## config.mk

```make
export PLATFORM = sky130hd
export DESIGN_NAME = acc_aux_control
export DESIGN_NICKNAME = d
export VERILOG_FILES = /design/src/rtl/acc_pkg.sv /design/src/rtl/acc_cfg_decode.sv /design/src/rtl/acc_aux_control.sv
export VERILOG_INCLUDE_DIRS = /design/src /design/src/rtl
export SDC_FILE = /design/constraint.sdc
export NUM_CORES = 1
export LEC_CHECK = 0
export ABC_AREA = 1
export BUFFER_PORTS_ARGS = -buffer_cell sky130_fd_sc_hd__buf_2
export CAP_MARGIN = 20
export CORE_MARGIN = 8
export CORE_UTILIZATION = 64
export CTS_CLUSTER_SIZE = 28
export DETAILED_ROUTE_END_ITERATION = 10
export PLACE_DENSITY_LB_ADDON = 0.05
export SETUP_SLACK_MARGIN = 0.05
export SLEW_MARGIN = 20
export SYNTH_ARGS = -nofsm -noshare
export SYNTH_HDL_FRONTEND = slang
export SYNTH_HIERARCHICAL = 1
export SYNTH_SLANG_ARGS = --single-unit
```

## constraint.sdc

```tcl
create_clock -name I_CLK -period 16 [get_ports I_CLK]
set_input_delay 3.2 -clock I_CLK [delete_from_list [all_inputs] [get_ports I_CLK]]
set_output_delay 3.2 -clock I_CLK [all_outputs]
set_load 0.03 [all_outputs]
```

## src/rtl/acc_defines.svh

```systemverilog
// Offsets, bit positions, reset values and lookup addresses of the auxiliary control block.
`ifndef ACC_DEFINES_SVH
`define ACC_DEFINES_SVH

`define ACC_AUX_CONTROL_ADDR 8'ha2
`define ACC_AUX_CONTROL_RESET 8'h00
`define ACC_DPL_ADDR 8'h82
`define ACC_DPH_ADDR 8'h83
`define ACC_BIT_KEYPAD_FLAG 7
`define ACC_BIT_BROWNOUT_DISABLE 6
`define ACC_BIT_BROWNOUT_IRQ_MODE 5
`define ACC_BIT_LOW_POWER_PROG_MEM 4
`define ACC_BIT_SOFT_RESET 3
`define ACC_BIT_HARD_ZERO 2
`define ACC_BIT_RESERVED 1
`define ACC_BIT_POINTER_SELECT 0
`define ACC_CFG_ONE_ADDR 16'hfd00
`define ACC_CFG_TWO_ADDR 16'hfd01
`define ACC_CFG_UNPROGRAMMED 8'hff
`define ACC_SIG_ADDR_0 16'hfc30
`define ACC_SIG_ADDR_1 16'hfc31
`define ACC_SIG_ADDR_2 16'hfc60
`define ACC_CUST_FIRST 16'hfce0
`define ACC_CUST_LAST 16'hfcff
`define ACC_CUST_DEPTH 32
`define ACC_RESET_VECTOR 16'h0000
`define ACC_CFG1_WDT 7
`define ACC_CFG1_RPD 6
`define ACC_CFG1_PORT_RESET_LEVEL 5
`define ACC_CFG1_BOV 4
`define ACC_CFG1_CLOCK_HALVING_SEL 3
`define ACC_CFG2_SEC2 7
`define ACC_CFG2_SEC1 6
`define ACC_CYC_FULL 4'h6
`define ACC_CYC_HALVED 4'hc

`endif

```

## src/rtl/acc_pkg.sv

```systemverilog
// Types shared by the auxiliary control block.
package acc_pkg;
   typedef enum logic [2:0] {
      ACC_OSC_HF_XTAL,
      ACC_OSC_MF_XTAL,
      ACC_OSC_LF_XTAL,
      ACC_OSC_INT_RC,
      ACC_OSC_EXT_CLK,
      ACC_OSC_RESERVED
   } acc_osc_e;
   typedef enum logic [1:0] {
      ACC_SEC_OPEN,
      ACC_SEC_NO_PROG,
      ACC_SEC_NO_VERIFY,
      ACC_SEC_UNSUPPORTED
   } acc_sec_e;
endpackage : acc_pkg

```

## src/rtl/acc_cfg_decode.sv

```systemverilog
// Decoder of the two power-up configuration bytes into feature controls.
`timescale 1ns/1ps
`include "acc_defines.svh"

module acc_cfg_decode
(
   // Configuration bytes
   input wire logic [7:0] i_cfg_one,
   input wire logic [7:0] i_cfg_two,
   // Decoded controls
   output logic o_watchdog_reset_enable,
   output logic o_reset_pin_enable,
   output logic o_port_reset_level,
   output logic o_brownout_threshold_sel,
   output logic o_clock_halving,
   output logic [3:0] o_clocks_per_cycle,
   output acc_pkg::acc_osc_e o_oscillator_type,
   output acc_pkg::acc_sec_e o_security
);
   always_comb
   begin
      o_watchdog_reset_enable = i_cfg_one[`ACC_CFG1_WDT];
      o_reset_pin_enable = i_cfg_one[`ACC_CFG1_RPD];
      o_port_reset_level = i_cfg_one[`ACC_CFG1_PORT_RESET_LEVEL];
      o_brownout_threshold_sel = i_cfg_one[`ACC_CFG1_BOV];
      o_clock_halving = ~i_cfg_one[`ACC_CFG1_CLOCK_HALVING_SEL];
      o_clocks_per_cycle = o_clock_halving ? `ACC_CYC_HALVED : `ACC_CYC_FULL;
      case (i_cfg_one[2:0])
         3'h7: o_oscillator_type = acc_pkg::ACC_OSC_EXT_CLK;
         3'h3: o_oscillator_type = acc_pkg::ACC_OSC_INT_RC;
         3'h2: o_oscillator_type = acc_pkg::ACC_OSC_LF_XTAL;
         3'h1: o_oscillator_type = acc_pkg::ACC_OSC_MF_XTAL;
         3'h0: o_oscillator_type = acc_pkg::ACC_OSC_HF_XTAL;
         default: o_oscillator_type = acc_pkg::ACC_OSC_RESERVED;
      endcase
      case ({i_cfg_two[`ACC_CFG2_SEC2], i_cfg_two[`ACC_CFG2_SEC1]})
         2'h3: o_security = acc_pkg::ACC_SEC_OPEN;
         2'h2: o_security = acc_pkg::ACC_SEC_NO_PROG;
         2'h0: o_security = acc_pkg::ACC_SEC_NO_VERIFY;
         default: o_security = acc_pkg::ACC_SEC_UNSUPPORTED;
      endcase
   end
endmodule : acc_cfg_decode

```

## src/rtl/acc_aux_control.sv

```systemverilog
// Auxiliary control register, dual data pointers and configuration byte access.
// What this block does
// - Keypad flag bit 7 sets on any enabled port 0 pin low; software clears.
// - Brownout disable bit 6 switches brownout detection off.
// - Brownout interrupt bit 5 turns brownout reset into an interrupt source.
// - Low-power memory bit 4 cleared only by power-on or brownout reset.
// - Writing one to bit 3 resets the processor to address 0000.
// - Bit 2 reads zero so incrementing toggles only the select bit.
// - Bit 0 selects one of two data pointers; other one hidden.
// - All pointer instructions and byte accesses use the selected pointer.
// - Reset clears the auxiliary control register to zero, except low-power bit 4.
// - Signature bytes returned for code reads at FC30h, FC31h, FC60h.
// - Customer data area FCE0h to FCFFh readable by code reads.
// - Configuration bytes readable at FD00H upward; unprogrammed reads FFH.
// - Configuration features fixed from power-up; software cannot alter them.
// - First byte bit 7 zero disables watchdog reset, interrupt still usable.
// - First byte bit 6 zero makes the reset pin an input only.
// - First byte bit 5 sets port reset level high or low.
// - First byte bit 4 selects brownout threshold 2.5 V or 3.8 V.
// - First byte bit 3 zero halves clock, twelve clocks per cycle.
// - First byte bits 2 to 0 select the oscillator type.
// - Second byte security bits block programming, then verification.
`timescale 1ns/1ps
`include "acc_defines.svh"

module acc_aux_control
#(
   parameter logic [7:0] SIG_BYTE_0 = 8'h15, // Arbitrary value.
   parameter logic [7:0] SIG_BYTE_1 = 8'h2a, // Arbitrary value.
   parameter logic [7:0] SIG_BYTE_2 = 8'h3c, // Arbitrary value.
   parameter int CUST_DEPTH = `ACC_CUST_DEPTH
)
(
   // Clock and resets
   input wire logic I_CLK,
   input wire logic I_SYS_RST,
   input wire logic I_POR_OR_BOR,
   // Special function register port
   input wire logic [7:0] I_SFR_ADDR,
   input wire logic I_SFR_WR,
   input wire logic [7:0] I_SFR_WDATA,
   input wire logic I_SFR_RD,
   output logic [7:0] O_SFR_RDATA,
   // Data pointer operations
   input wire logic I_DP_INC,
   input wire logic I_DP_LOAD,
   input wire logic [15:0] I_DP_LOAD_VALUE,
   input wire logic [7:0] I_ACC,
   output logic [15:0] O_DP,
   output logic [15:0] O_DP_INDEXED,
   // Code and data memory reads through the pointer
   input wire logic I_CODE_RD,
   input wire logic [15:0] I_CODE_ADDR,
   input wire logic I_DATA_RD,
   output logic O_INFO_HIT,
   output logic [7:0] O_INFO_RDATA,
   // Customer area and configuration contents from nonvolatile memory
   input wire logic I_CUST_WR,
   input wire logic [4:0] I_CUST_WADDR,
   input wire logic [7:0] I_CUST_WDATA,
   input wire logic [7:0] I_CFG_ONE_NV,
   input wire logic [7:0] I_CFG_TWO_NV,
   input wire logic I_CFG_PROGRAMMED,
   // Events
   input wire logic [7:0] I_KEYPAD_PINS,
   input wire logic [7:0] I_KEYPAD_EN,
   input wire logic I_BROWNOUT_DET,
   // Controls to the rest of the chip
   output logic O_SOFT_RESET,
   output logic O_BROWNOUT_DET_EN,
   output logic O_BROWNOUT_RESET,
   output logic O_BROWNOUT_IRQ,
   output logic O_LOW_POWER_PROG_MEM,
   output logic O_KEYPAD_FLAG,
   output logic O_WATCHDOG_RESET_EN,
   output logic O_RESET_PIN_EN,
   output logic O_PORT_RESET_LEVEL,
   output logic O_BROWNOUT_THRESHOLD_SEL,
   output logic O_CLOCK_HALVING,
   output logic [3:0] O_CLOCKS_PER_CYCLE,
   output acc_pkg::acc_osc_e O_OSCILLATOR_TYPE,
   output acc_pkg::acc_sec_e O_SECURITY
);
   ////////////////////////////////////////////////////////////////////////////////
   // Functions.

   function automatic logic in_range(input logic [15:0] a, input logic [15:0] lo,
                                     input logic [15:0] hi);
      in_range = (a >= lo) && (a <= hi);
   endfunction : in_range

   ////////////////////////////////////////////////////////////////////////////////
   // State.

   logic [7:0] aux_reg;
   logic [7:0] aux_next;
   logic lpm_reg;
   logic lpm_next;
   logic [15:0] dp_reg [2];
   logic [15:0] dp_next [2];
   logic [7:0] cust_reg [CUST_DEPTH];
   logic [7:0] cust_next [CUST_DEPTH];
   logic [7:0] cfg_one_reg;
   logic [7:0] cfg_one_next;
   logic [7:0] cfg_two_reg;
   logic [7:0] cfg_two_next;
   logic cfg_latched_reg;
   logic cfg_latched_next;
   logic [7:0] rdata_reg;
   logic [7:0] rdata_next;
   logic [7:0] info_reg;
   logic [7:0] info_next;
   logic hit_reg;
   logic hit_next;
   logic soft_reset_bit_reg;
   logic soft_reset_bit_next;
   logic [7:0] aux_view;
   logic sel;
   logic aux_wr;
   logic dph_wr;
   logic dpl_wr;

   localparam logic [7:0] SFR_DPL = `ACC_DPL_ADDR;
   localparam logic [7:0] SFR_DPH = `ACC_DPH_ADDR;

   ////////////////////////////////////////////////////////////////////////////////
   // Auxiliary control register.

   assign sel = aux_reg[`ACC_BIT_POINTER_SELECT];
   assign aux_wr = I_SFR_WR && (I_SFR_ADDR == `ACC_AUX_CONTROL_ADDR);
   assign dph_wr = I_SFR_WR && (I_SFR_ADDR == SFR_DPH);
   assign dpl_wr = I_SFR_WR && (I_SFR_ADDR == SFR_DPL);

   // The low-power bit lives beside the register because ordinary resets spare it.
   always_comb
   begin
      aux_view = aux_reg;
      aux_view[`ACC_BIT_LOW_POWER_PROG_MEM] = lpm_reg;
      aux_view[`ACC_BIT_SOFT_RESET] = 1'b0;
      aux_view[`ACC_BIT_HARD_ZERO] = 1'b0;
      aux_view[`ACC_BIT_RESERVED] = 1'b0;
   end

   always_comb
   begin
      aux_next = aux_reg;
      lpm_next = lpm_reg;
      soft_reset_bit_next = 1'b0;
      if (aux_wr)
      begin
         aux_next = I_SFR_WDATA;
         aux_next[`ACC_BIT_SOFT_RESET] = 1'b0;
         aux_next[`ACC_BIT_HARD_ZERO] = 1'b0;
         // The carry of an increment lands here, so it is dropped to keep the other bits.
         aux_next[`ACC_BIT_RESERVED] = 1'b0;
         aux_next[`ACC_BIT_LOW_POWER_PROG_MEM] = 1'b0;
         if (I_SFR_WDATA[`ACC_BIT_LOW_POWER_PROG_MEM])
         begin
            lpm_next = 1'b1;
         end
         soft_reset_bit_next = I_SFR_WDATA[`ACC_BIT_SOFT_RESET];
      end
      // A keypad event in the clearing write's cycle wins over the clear.
      if (|(I_KEYPAD_EN & ~I_KEYPAD_PINS))
      begin
         aux_next[`ACC_BIT_KEYPAD_FLAG] = 1'b1;
      end
   end

   // The soft reset request is a one-cycle pulse; the chip reset it drives
   // returns as I_SYS_RST and reinitialises all but the low-power, configuration and customer registers.
   always_ff @(posedge I_CLK or posedge I_SYS_RST)
   begin
      if (I_SYS_RST)
      begin
         aux_reg <= `ACC_AUX_CONTROL_RESET;
         soft_reset_bit_reg <= 1'b0;
      end
      else
      begin
         aux_reg <= aux_next;
         soft_reset_bit_reg <= soft_reset_bit_next;
      end
   end

   always_ff @(posedge I_CLK or posedge I_POR_OR_BOR)
   begin
      if (I_POR_OR_BOR)
      begin
         lpm_reg <= 1'b0;
      end
      else
      begin
         lpm_reg <= lpm_next;
      end
   end

   ////////////////////////////////////////////////////////////////////////////////
   // Dual data pointers.

   always_comb
   begin
      dp_next = dp_reg;
      if (I_DP_LOAD)
      begin
         dp_next[sel] = I_DP_LOAD_VALUE;
      end
      else if (I_DP_INC)
      begin
         dp_next[sel] = dp_reg[sel] + 16'h0001;
      end
      else if (dph_wr)
      begin
         dp_next[sel][15:8] = I_SFR_WDATA;
      end
      else if (dpl_wr)
      begin
         dp_next[sel][7:0] = I_SFR_WDATA;
      end
   end

   always_ff @(posedge I_CLK or posedge I_SYS_RST)
   begin
      if (I_SYS_RST)
      begin
         dp_reg[0] <= 16'h0000;
         dp_reg[1] <= 16'h0000;
      end
      else
      begin
         dp_reg <= dp_next;
      end
   end

   assign O_DP = dp_reg[sel];
   assign O_DP_INDEXED = dp_reg[sel] + {8'h00, I_ACC};

   ////////////////////////////////////////////////////////////////////////////////
   // Configuration bytes and customer area.

   // Bytes are caught once after power-up and never touched by software.
   always_comb
   begin
      cfg_one_next = cfg_one_reg;
      cfg_two_next = cfg_two_reg;
      cfg_latched_next = 1'b1;
      if (!cfg_latched_reg)
      begin
         cfg_one_next = I_CFG_PROGRAMMED ? I_CFG_ONE_NV : `ACC_CFG_UNPROGRAMMED;
         cfg_two_next = I_CFG_PROGRAMMED ? I_CFG_TWO_NV : `ACC_CFG_UNPROGRAMMED;
      end
   end

   always_ff @(posedge I_CLK or posedge I_POR_OR_BOR)
   begin
      if (I_POR_OR_BOR)
      begin
         cfg_one_reg <= `ACC_CFG_UNPROGRAMMED;
         cfg_two_reg <= `ACC_CFG_UNPROGRAMMED;
         cfg_latched_reg <= 1'b0;
      end
      else
      begin
         cfg_one_reg <= cfg_one_next;
         cfg_two_reg <= cfg_two_next;
         cfg_latched_reg <= cfg_latched_next;
      end
   end

   // Customer space is written only by the programming path, like code memory.
   always_comb
   begin
      cust_next = cust_reg;
      if (I_CUST_WR)
      begin
         cust_next[I_CUST_WADDR] = I_CUST_WDATA;
      end
   end

   always_ff @(posedge I_CLK or posedge I_POR_OR_BOR)
   begin
      if (I_POR_OR_BOR)
      begin
         for (int i = 0; i < CUST_DEPTH; i++)
         begin
            cust_reg[i] <= `ACC_CFG_UNPROGRAMMED;
         end
      end
      else
      begin
         cust_reg <= cust_next;
      end
   end

   ////////////////////////////////////////////////////////////////////////////////
   // Read paths.

   always_comb
   begin
      rdata_next = rdata_reg;
      info_next = info_reg;
      hit_next = 1'b0;
      if (I_SFR_RD)
      begin
         if (I_SFR_ADDR == `ACC_AUX_CONTROL_ADDR)
         begin
            rdata_next = aux_view;
         end
         else if (I_SFR_ADDR == SFR_DPH)
         begin
            rdata_next = dp_reg[sel][15:8];
         end
         else if (I_SFR_ADDR == SFR_DPL)
         begin
            rdata_next = dp_reg[sel][7:0];
         end
         else
         begin
            rdata_next = 8'h00;
         end
      end
      if (I_CODE_RD)
      begin
         hit_next = 1'b1;
         if (I_CODE_ADDR == `ACC_SIG_ADDR_0)
         begin
            info_next = SIG_BYTE_0;
         end
         else if (I_CODE_ADDR == `ACC_SIG_ADDR_1)
         begin
            info_next = SIG_BYTE_1;
         end
         else if (I_CODE_ADDR == `ACC_SIG_ADDR_2)
         begin
            info_next = SIG_BYTE_2;
         end
         else if (in_range(I_CODE_ADDR, `ACC_CUST_FIRST, `ACC_CUST_LAST))
         begin
            info_next = cust_reg[I_CODE_ADDR[4:0]];
         end
         else
         begin
            hit_next = 1'b0;
         end
      end
      else if (I_DATA_RD)
      begin
         hit_next = 1'b1;
         if (I_CODE_ADDR == `ACC_CFG_ONE_ADDR)
         begin
            info_next = cfg_one_reg;
         end
         else if (I_CODE_ADDR == `ACC_CFG_TWO_ADDR)
         begin
            info_next = cfg_two_reg;
         end
         else
         begin
            hit_next = 1'b0;
         end
      end
   end

   always_ff @(posedge I_CLK or posedge I_SYS_RST)
   begin
      if (I_SYS_RST)
      begin
         rdata_reg <= 8'h00;
         info_reg <= 8'h00;
         hit_reg <= 1'b0;
      end
      else
      begin
         rdata_reg <= rdata_next;
         info_reg <= info_next;
         hit_reg <= hit_next;
      end
   end

   ////////////////////////////////////////////////////////////////////////////////
   // Outputs.

   assign O_SFR_RDATA = rdata_reg;
   assign O_INFO_RDATA = info_reg;
   assign O_INFO_HIT = hit_reg;
   assign O_SOFT_RESET = soft_reset_bit_reg;
   assign O_KEYPAD_FLAG = aux_reg[`ACC_BIT_KEYPAD_FLAG];
   assign O_LOW_POWER_PROG_MEM = lpm_reg;
   assign O_BROWNOUT_DET_EN = ~aux_reg[`ACC_BIT_BROWNOUT_DISABLE];
   assign O_BROWNOUT_RESET = I_BROWNOUT_DET && O_BROWNOUT_DET_EN
                             && !aux_reg[`ACC_BIT_BROWNOUT_IRQ_MODE];
   assign O_BROWNOUT_IRQ = I_BROWNOUT_DET && O_BROWNOUT_DET_EN
                           && aux_reg[`ACC_BIT_BROWNOUT_IRQ_MODE];

   acc_cfg_decode u_cfg_decode
   (
      .i_cfg_one(cfg_one_reg),
      .i_cfg_two(cfg_two_reg),
      .o_watchdog_reset_enable(O_WATCHDOG_RESET_EN),
      .o_reset_pin_enable(O_RESET_PIN_EN),
      .o_port_reset_level(O_PORT_RESET_LEVEL),
      .o_brownout_threshold_sel(O_BROWNOUT_THRESHOLD_SEL),
      .o_clock_halving(O_CLOCK_HALVING),
      .o_clocks_per_cycle(O_CLOCKS_PER_CYCLE),
      .o_oscillator_type(O_OSCILLATOR_TYPE),
      .o_security(O_SECURITY)
   );
endmodule : acc_aux_control

```

==> results of run 1 <==
-- where the power goes --
part	switching (uW)	internal [uW]	leakage (uW)
sequential	81.0	1070	0.00353
combinational	329	157	0.00485
clock	335	520	0.000608
-- metrics by stage --
step | setup slack [ns] | util | power [uW] | hold slack [ns]
final | 7.71 | 0.728 | 2490 | 0.469
after global routing | 7.58 | 0.728 | 2610 | 0.480
after CTS | 7.73 | 0.725 | 2500 | 0.470
after detailed placement | 7.73 | 0.679 | 1640 | 0.460
after global placement | 7.77 | 0.679 | 1620 | 0.449
after floorplan | 5.70 | - | 1490 | 0.439
-- worst max-delay path: stages --
cell and delay, ns:
buf_2 0.10, ha_1 0.22, fa_1 0.41, nand3_1 0.11, nand2_1 0.09, a31oi_1 0.24, o21ai_0 0.21, nand2_1 0.14
nor2_1 0.05, xor2_1 0.11, buf_2 0.21
-- routing by layer --
| metal | GRT usage | vias to the layer above | routed length, um |
|---|---|---|---|
| li1 | - | 7521 | - |
| met1 | 0.411 | 7627 | 21200 |
| met2 | 0.473 | 789 | 23000 |
| met3 | 0.0614 | 136 | 4810 |
| met4 | 0.112 | 2 | 1610 |
| met5 | 0 | - | 13 |
-- worst max path at each step --
stage	start	endpoint	slack [ns]	cells past startpoint
floorplan	I_POR_OR_BOR	O_LOW_POWER_PROG_MEM	5.70	1
global placement	I_ACC[0]	O_DP_INDEXED[14]	7.77	11
detailed placement	I_ACC[0]	O_DP_INDEXED[14]	7.73	11
CTS	I_ACC[0]	O_DP_INDEXED[14]	7.73	11
global route	I_ACC[0]	O_DP_INDEXED[14]	7.58	11
finish	I_ACC[0]	O_DP_INDEXED[14]	7.71	11
-- cell type report --
| class | instances | area share |
|---|---|---|
| inverters | 175 | 0.0340 |
| multi-input cells | 1643 | 0.390 |
| clock buffers | 59 | 0.0600 |
| repair buffers | 192 | 0.0528 |
| clock inverters | 7 | 0.00416 |
| flip-flops and latches | 328 | 0.437 |
| well taps | 341 | 0.0218 |
-- synthesized netlist by cell type (7+ instances only) --
| cell | instances |
|---|---|
| a21oi_1 | 61 |
| a22oi_1 | 11 |
| buf_2 | 36 |
| buf_4 | 17 |
| clkbuf_1 | 71 |
| dfrtp_1 | 56 |
| dfstp_2 | 272 |
| ha_1 | 11 |
| inv_1 | 158 |
| inv_2 | 14 |
| nand2_1 | 796 |
| nand2_2 | 14 |
| nand3_1 | 149 |
| nand4_1 | 15 |
| nor2_1 | 129 |
| nor2_2 | 7 |
| nor3_1 | 7 |
| nor3_2 | 9 |
| o211ai_1 | 12 |
| o21ai_0 | 325 |
| o21ai_1 | 15 |
| o22ai_1 | 17 |
| xor2_1 | 14 |
-- kinds of logic (layout without fill, tap and decap cells) --
kind of cell	count (synthesis)	after routing
simple gates	1151	1151
buf+inv	308	433
flops	328	328
compound gates	459	459
xor+xnor	18	18
fa+ha+maj	12	12
other cells	3	3
==> qor.txt, run 1 <==
Cell Area, Synth: 17500 um2
vias per cell: 5.86
gp weighted congestion: 0.975
Post-synth EDFFs: 0
worst slew pin tran: 1.11 ns
class of the worst hold path: reg -> reg
TritonCTS clock tree: done
area of the die: 32800 um2
placed cell count: 2676
via count: 16075
max reg flops: 256
post-synthesis compound-gate area fraction: 0.139
R2R setup slack: 13.25 ns
crit path kind: in -> out
post-synthesis xor/xnor area fraction: 0.00903
CTS Buf Count: 36
Area Overhead vs Synth: 12.0%
Post-Synth Simple-Gate Area: 0.278
Worst Setup Start Kind: primary input
CTS H-tree depth: 2
sequential area share after synthesis: 0.489
maximum fanout along the worst path: 3
Initial Util: 0.650
FF-to-FF End: dp_reg[14]
hold_buf cts: 0
Placed Area: 18200 um2
ANT nets after route: 0
Ports: 182
Core ar.: 26900 um2
CP required: 12.80 ns
detailed router's first-iteration violation count: 1931
Root Driver: clkbuf_16
Worst Setup End Kind: primary output
largest family of logic cells by synthesized area: simple AND/OR/NAND/NOR gates
Hold Path Stages: 2
Synth top area share: 0.409
max-slew violations: 0
clk buf depth: 3
final cell count without fillers: 2745
largest net degree at the start of global routing: 126
post-synthesis mux area share: 0
clk sinks: 328
nets@finish: 2501
minimum clock period: 8.29 ns
VDD IR max: 0.135 mV
crit path DAT: 5.09 ns
# fillers: 2157
Synth async-reset ratio: 1.00
Clock Pin Slew Worst Setup and Hold Paths: 0.06 ns
die height: 181 um
TNS Setup: 0 ns
die width: 181 um
synthesized area per cell: 7.66 um2
GRT Residual Overflow: 0
final count of negative-setup-slack endpoints: 0
Final Hold Fails: 0
Initial DRT Pass Iterations: 6
pwr/cell area: 128 nW/um2
FMAX: 121 MHz
Skew-Pair Late Insertion Delay: 0.52 ns
Final Skew: 0.0149 ns
top post-synthesis cells by area: dfstp_2 41%, nand2_1 17%, o21ai_0 9.3%
vias in the first global route: 15032
antenna violations before repair: 1
Mapped Nets: 2404
FP Rows: 60
hold path startpoint: cfg_one_reg[6]
setup repair bufs after CTS: 0
post-cts resize count: 0
Routed WL: 50600 um
biggest area consumer among synthesized cells: dfstp_2
Seq. cell area: 8550 um2
RSZ-0062 raised after global routing: false
Distinct cells, synth: 51
DRC violation count after routing: 0
top_reg_cell synth: dfstp_2
status: finished, final reports clean
Port-buffer cells: 179
FF-to-FF path depth: 13
proportion of layout cells with a drive suffix above 1: 0.246
Ant. Diodes: 0
Synth Register Bits: 328
Final period util: 0.518
synthesized instance count: 2279
first-pass GRT wire length: 80700 um
R2R Path Start: aux_reg[0]
per-cell routed wire length: 18.4 um
most frequent cells in the layout: 796 x nand2_1, 325 x o21ai_0, 272 x dfstp_2
Post-Synth Adder-Cell Area: 0.00903
Hold EP: cfg_one_reg[6]
max_cap viols: 0
footprint of the multi-input gates: 7630 um2
Total Routing Usage GR: 0.302
commonest non-fill, non-tap cell in the layout: nand2_1
slew margin rel.: 0.254
Synth warnings: 6
DP HPWL: 34300 um
final instance area: 19600 um2
leak pwr: 0.00899 uW
Power figures use the tool's default switching activity.
==> inputs of run 2 (changes only) <==
- ABC_AREA: 1 -> 0
- CORE_UTILIZATION: 64 -> 60
- clock period: 16 -> 7.9 ns (I/O delays scaled with it)
==> qor.txt, run 2 <==
hold_buf cts: 0 (unchanged)
CTS H-tree depth: 2 (unchanged)
most frequent cells in the layout: 272 x dfstp_2, 270 x mux2_2, 177 x buf_2
slowest CP cell: o31ai_1
CTS Buf Count: 36 (unchanged)
Initial DRT Pass Iterations: 5 (-1)
final instance area: 19500 um2 (-0.26%)
TritonCTS clock tree: done
top post-synthesis cells by area: dfstp_2 42%, mux2_2 18%, dfrtp_1 8.1%
via count: 12082 (-25%)
crit path DAT: 4.14 ns (-0.95 ns)
worst slew pin tran: 1.03 ns (-0.0865 ns)
Core ar.: 28500 um2 (+5.9%)
detailed router's first-iteration violation count: 835 (-57%)
largest net degree at the start of global routing: 76 (-40%)
Root Driver: clkbuf_16
die width: 185 um (+2.3%)
Ports: 182 (unchanged)
Synth Register Bits: 328 (unchanged)
setup repair bufs after CTS: 0 (unchanged)
CP required: 6.32 ns (-6.48 ns)
Routed WL: 46600 um (-8.0%)
clk sinks: 328 (unchanged)
proportion of layout cells with a drive suffix above 1: 0.550 (+0.304)
final count of negative-setup-slack endpoints: 0 (unchanged)
max reg flops: 256 (unchanged)
RSZ-0062 raised after global routing: false
FF-to-FF End: dp_reg[14]
NetSw: 1430 uW (+91%)
Gate power share: 0.210 (+0.015)
FF-to-FF path depth: 8 (-5)
clk buf depth: 3 (unchanged)
Worst Setup End Kind: primary output
Port-buffer cells: 179 (unchanged)
gp weighted congestion: 0.993 (+1.9%)
Initial Util: 0.604 (-0.0455)
FP Rows: 62 (+3.3%)
GRT Residual Overflow: 0 (unchanged)
nets@finish: 1658 (-34%)
status: finished, final reports clean
Placed Area: 18300 um2 (+0.19%)
Total Routing Usage GR: 0.273 (-0.0291)
die height: 185 um (+2.3%)
top_reg_cell synth: dfstp_2
Area Overhead vs Synth: 13.4%
post-cts resize count: 0 (unchanged)
Power, Total: 5160 uW (+110%)
leak pwr: 0.00828 uW (-7.9%)
R2R setup slack: 4.92 ns (-8.33 ns)
Final Hold Fails: 0 (unchanged)
antenna violations before repair: 0 (-1)
Max stage delay on crit path: 0.60 ns (+0.19 ns)
vias per cell: 6.21 (+6.1%)
Worst Setup Start Kind: flop
hold path startpoint: cfg_two_reg[1]
biggest area consumer among synthesized cells: dfstp_2
slew margin rel.: 0.308 (+0.0536)
count leader, synth: dfstp_2
max-slew violations: 0 (unchanged)
Synth top area share: 0.415 (+0.00616)
Synth top cells by count: 272 x dfstp_2, 270 x mux2_2, 96 x nand2_1, 63 x mux2i_1, 56 x dfrtp_1
DRC violation count after routing: 0 (unchanged)
sequential area share after synthesis: 0.497 (+0.00737)
synthesized area per cell: 12.4 um2 (+61%)
first-pass GRT wire length: 72800 um (-9.8%)
Final period util: 0.724
class of the worst hold path: reg -> reg
Final Skew: 0.0112 ns (-0.00361 ns)
DP HPWL: 33000 um (-3.8%)
Skew-Pair Late Insertion Delay: 0.52 ns (about the same)
Internal: 3730 uW (+110%)
sequential power share: 0.457 (-0.005)
Clk pwr share: 0.333 (-0.010)
Synth async-reset ratio: 1.00 (unchanged)
minimum clock period: 5.72 ns
VDD IR max: 0.251 mV (+86%)
Hold EP: cfg_two_reg[1]
Clock Pin Slew Worst Setup and Hold Paths: 0.06 ns (about the same)
Cell Area, Synth: 17200 um2 (-1.5%)
Synth warnings: 6 (unchanged)
ANT nets after route: 0 (unchanged)
vias in the first global route: 12301 (-18%)
crit path kind: reg -> out
FMAX: 175 MHz
CP Cell Sequence: buf_4, o21ai_0, ha_1, fa_1, a21o_1, a21oi_1, nor2b_1, o31ai_1, a221oi_1, xnor2_1, buf_2
synthesized instance count: 1393 (-39%)
maximum fanout along the worst path: 49 (+46)
R2R Path Start: aux_reg[0]
pwr/cell area: 264 nW/um2 (+110%)
area of the die: 34400 um2 (+4.6%)
commonest non-fill, non-tap cell in the layout: dfstp_2
Distinct cells, synth: 75 (+47%)
Post-synth EDFFs: 0 (unchanged)
Hold Path Stages: 2 (unchanged)
max_cap viols: 0 (unchanged)
Net Sw Frac: 0.277 (-0.0221)
Mapped Nets: 1518 (-37%)
per-cell routed wire length: 24.0 um (+30%)
TNS Setup: 0 ns (unchanged)
-- run 2: cell count changes after synthesis, moves of 63 or more --
cell,before,now
nand2_1,796,96
inv_1,158,52
nand3_1,149,30
mux2_2,0,270
o21ai_0,325,37
nor2_1,129,51
mux2i_1,0,63
-- run 2: kinds of logic (layout without fill, tap and decap cells) --
| group | Yosys count | in the layout | synth area share |
|---|---|---|---|
| multiplexers | 381 | 381 | 0.276 |
| flip-flops | 328 | 328 | 0.497 |
| AND/OR/NAND/NOR | 298 | 298 | 0.0911 |
| AO/OA/AOI/OAI | 208 | 208 | 0.0814 |
| buffers and inverters | 143 | 310 | 0.0350 |
| XOR/XNOR | 20 | 20 | 0.0102 |
| adder cells (fa/ha/maj) | 12 | 12 | 0.00916 |
| other | 3 | 4 | 0.000654 |
-- run 2: cell type report --
class | count | area [um2]
fill | 2069 | 8960
sequential | 328 | 8550
multi-input combinational | 922 | 8060
clock buffer | 52 | 1070
timing repair buffer | 189 | 976
tap | 384 | 480
inverter | 56 | 214
clock inverter | 13 | 155
antenna | 1 | 2.50
-- run 2: power groups by stage --
stage,registers (uW),clock network [uW],logic (uW)
finish,2360,1720,1080
global route,2400,1820,1160
CTS,2350,1750,1090
detailed placement,2380,0,1080
global placement,2360,0,1060
floorplan,2330,0,801
-- run 2: layer usage --
layer,track usage,up-vias,routed length [um]
met5,0,-,0
met4,0.0701,0,939
met3,0.0416,74,3320
met2,0.451,465,22200
met1,0.373,6169,20100
li1,-,5374,-
-- run 2: per-stage QoR --
stage,instances,hold slack (ns),util,worst slack [ns]
after floorplan,1393,0.442,-,2.51
after global placement,1879,0.449,0.642,2.33
after detailed placement,1879,0.460,0.642,2.27
after CTS,1944,0.468,0.685,2.16
after global routing,1944,0.476,0.685,1.93
final,1945,0.461,0.685,2.18
-- run 2: how the worst max path moves through the flow --
stage                     depth (start not counted)        from                to  slack (ns)
after floorplan                                  12  aux_reg[0]   O_DP_INDEXED[6]        2.51
after global placement                           10    I_ACC[0]  O_DP_INDEXED[10]        2.33
after detailed placement                         10    I_ACC[0]  O_DP_INDEXED[10]        2.27
after CTS                                        11  aux_reg[0]  O_DP_INDEXED[10]        2.16
after global routing                             11  aux_reg[0]  O_DP_INDEXED[10]        1.93
final                                            11  aux_reg[0]  O_DP_INDEXED[10]        2.18
-- run 2: worst max-delay path: cells and delay by family (launching register included) --
family / cells / cell delay [ns]
AO/OA/AOI/OAI: 5 / 1.59
XOR/XNOR: 1 / 0.20
adder cells (fa/ha/maj): 2 / 0.72
buffers and inverters: 2 / 0.68
flip-flops: 1 / 0.32
AND/OR/NAND/NOR: 1 / 0.09
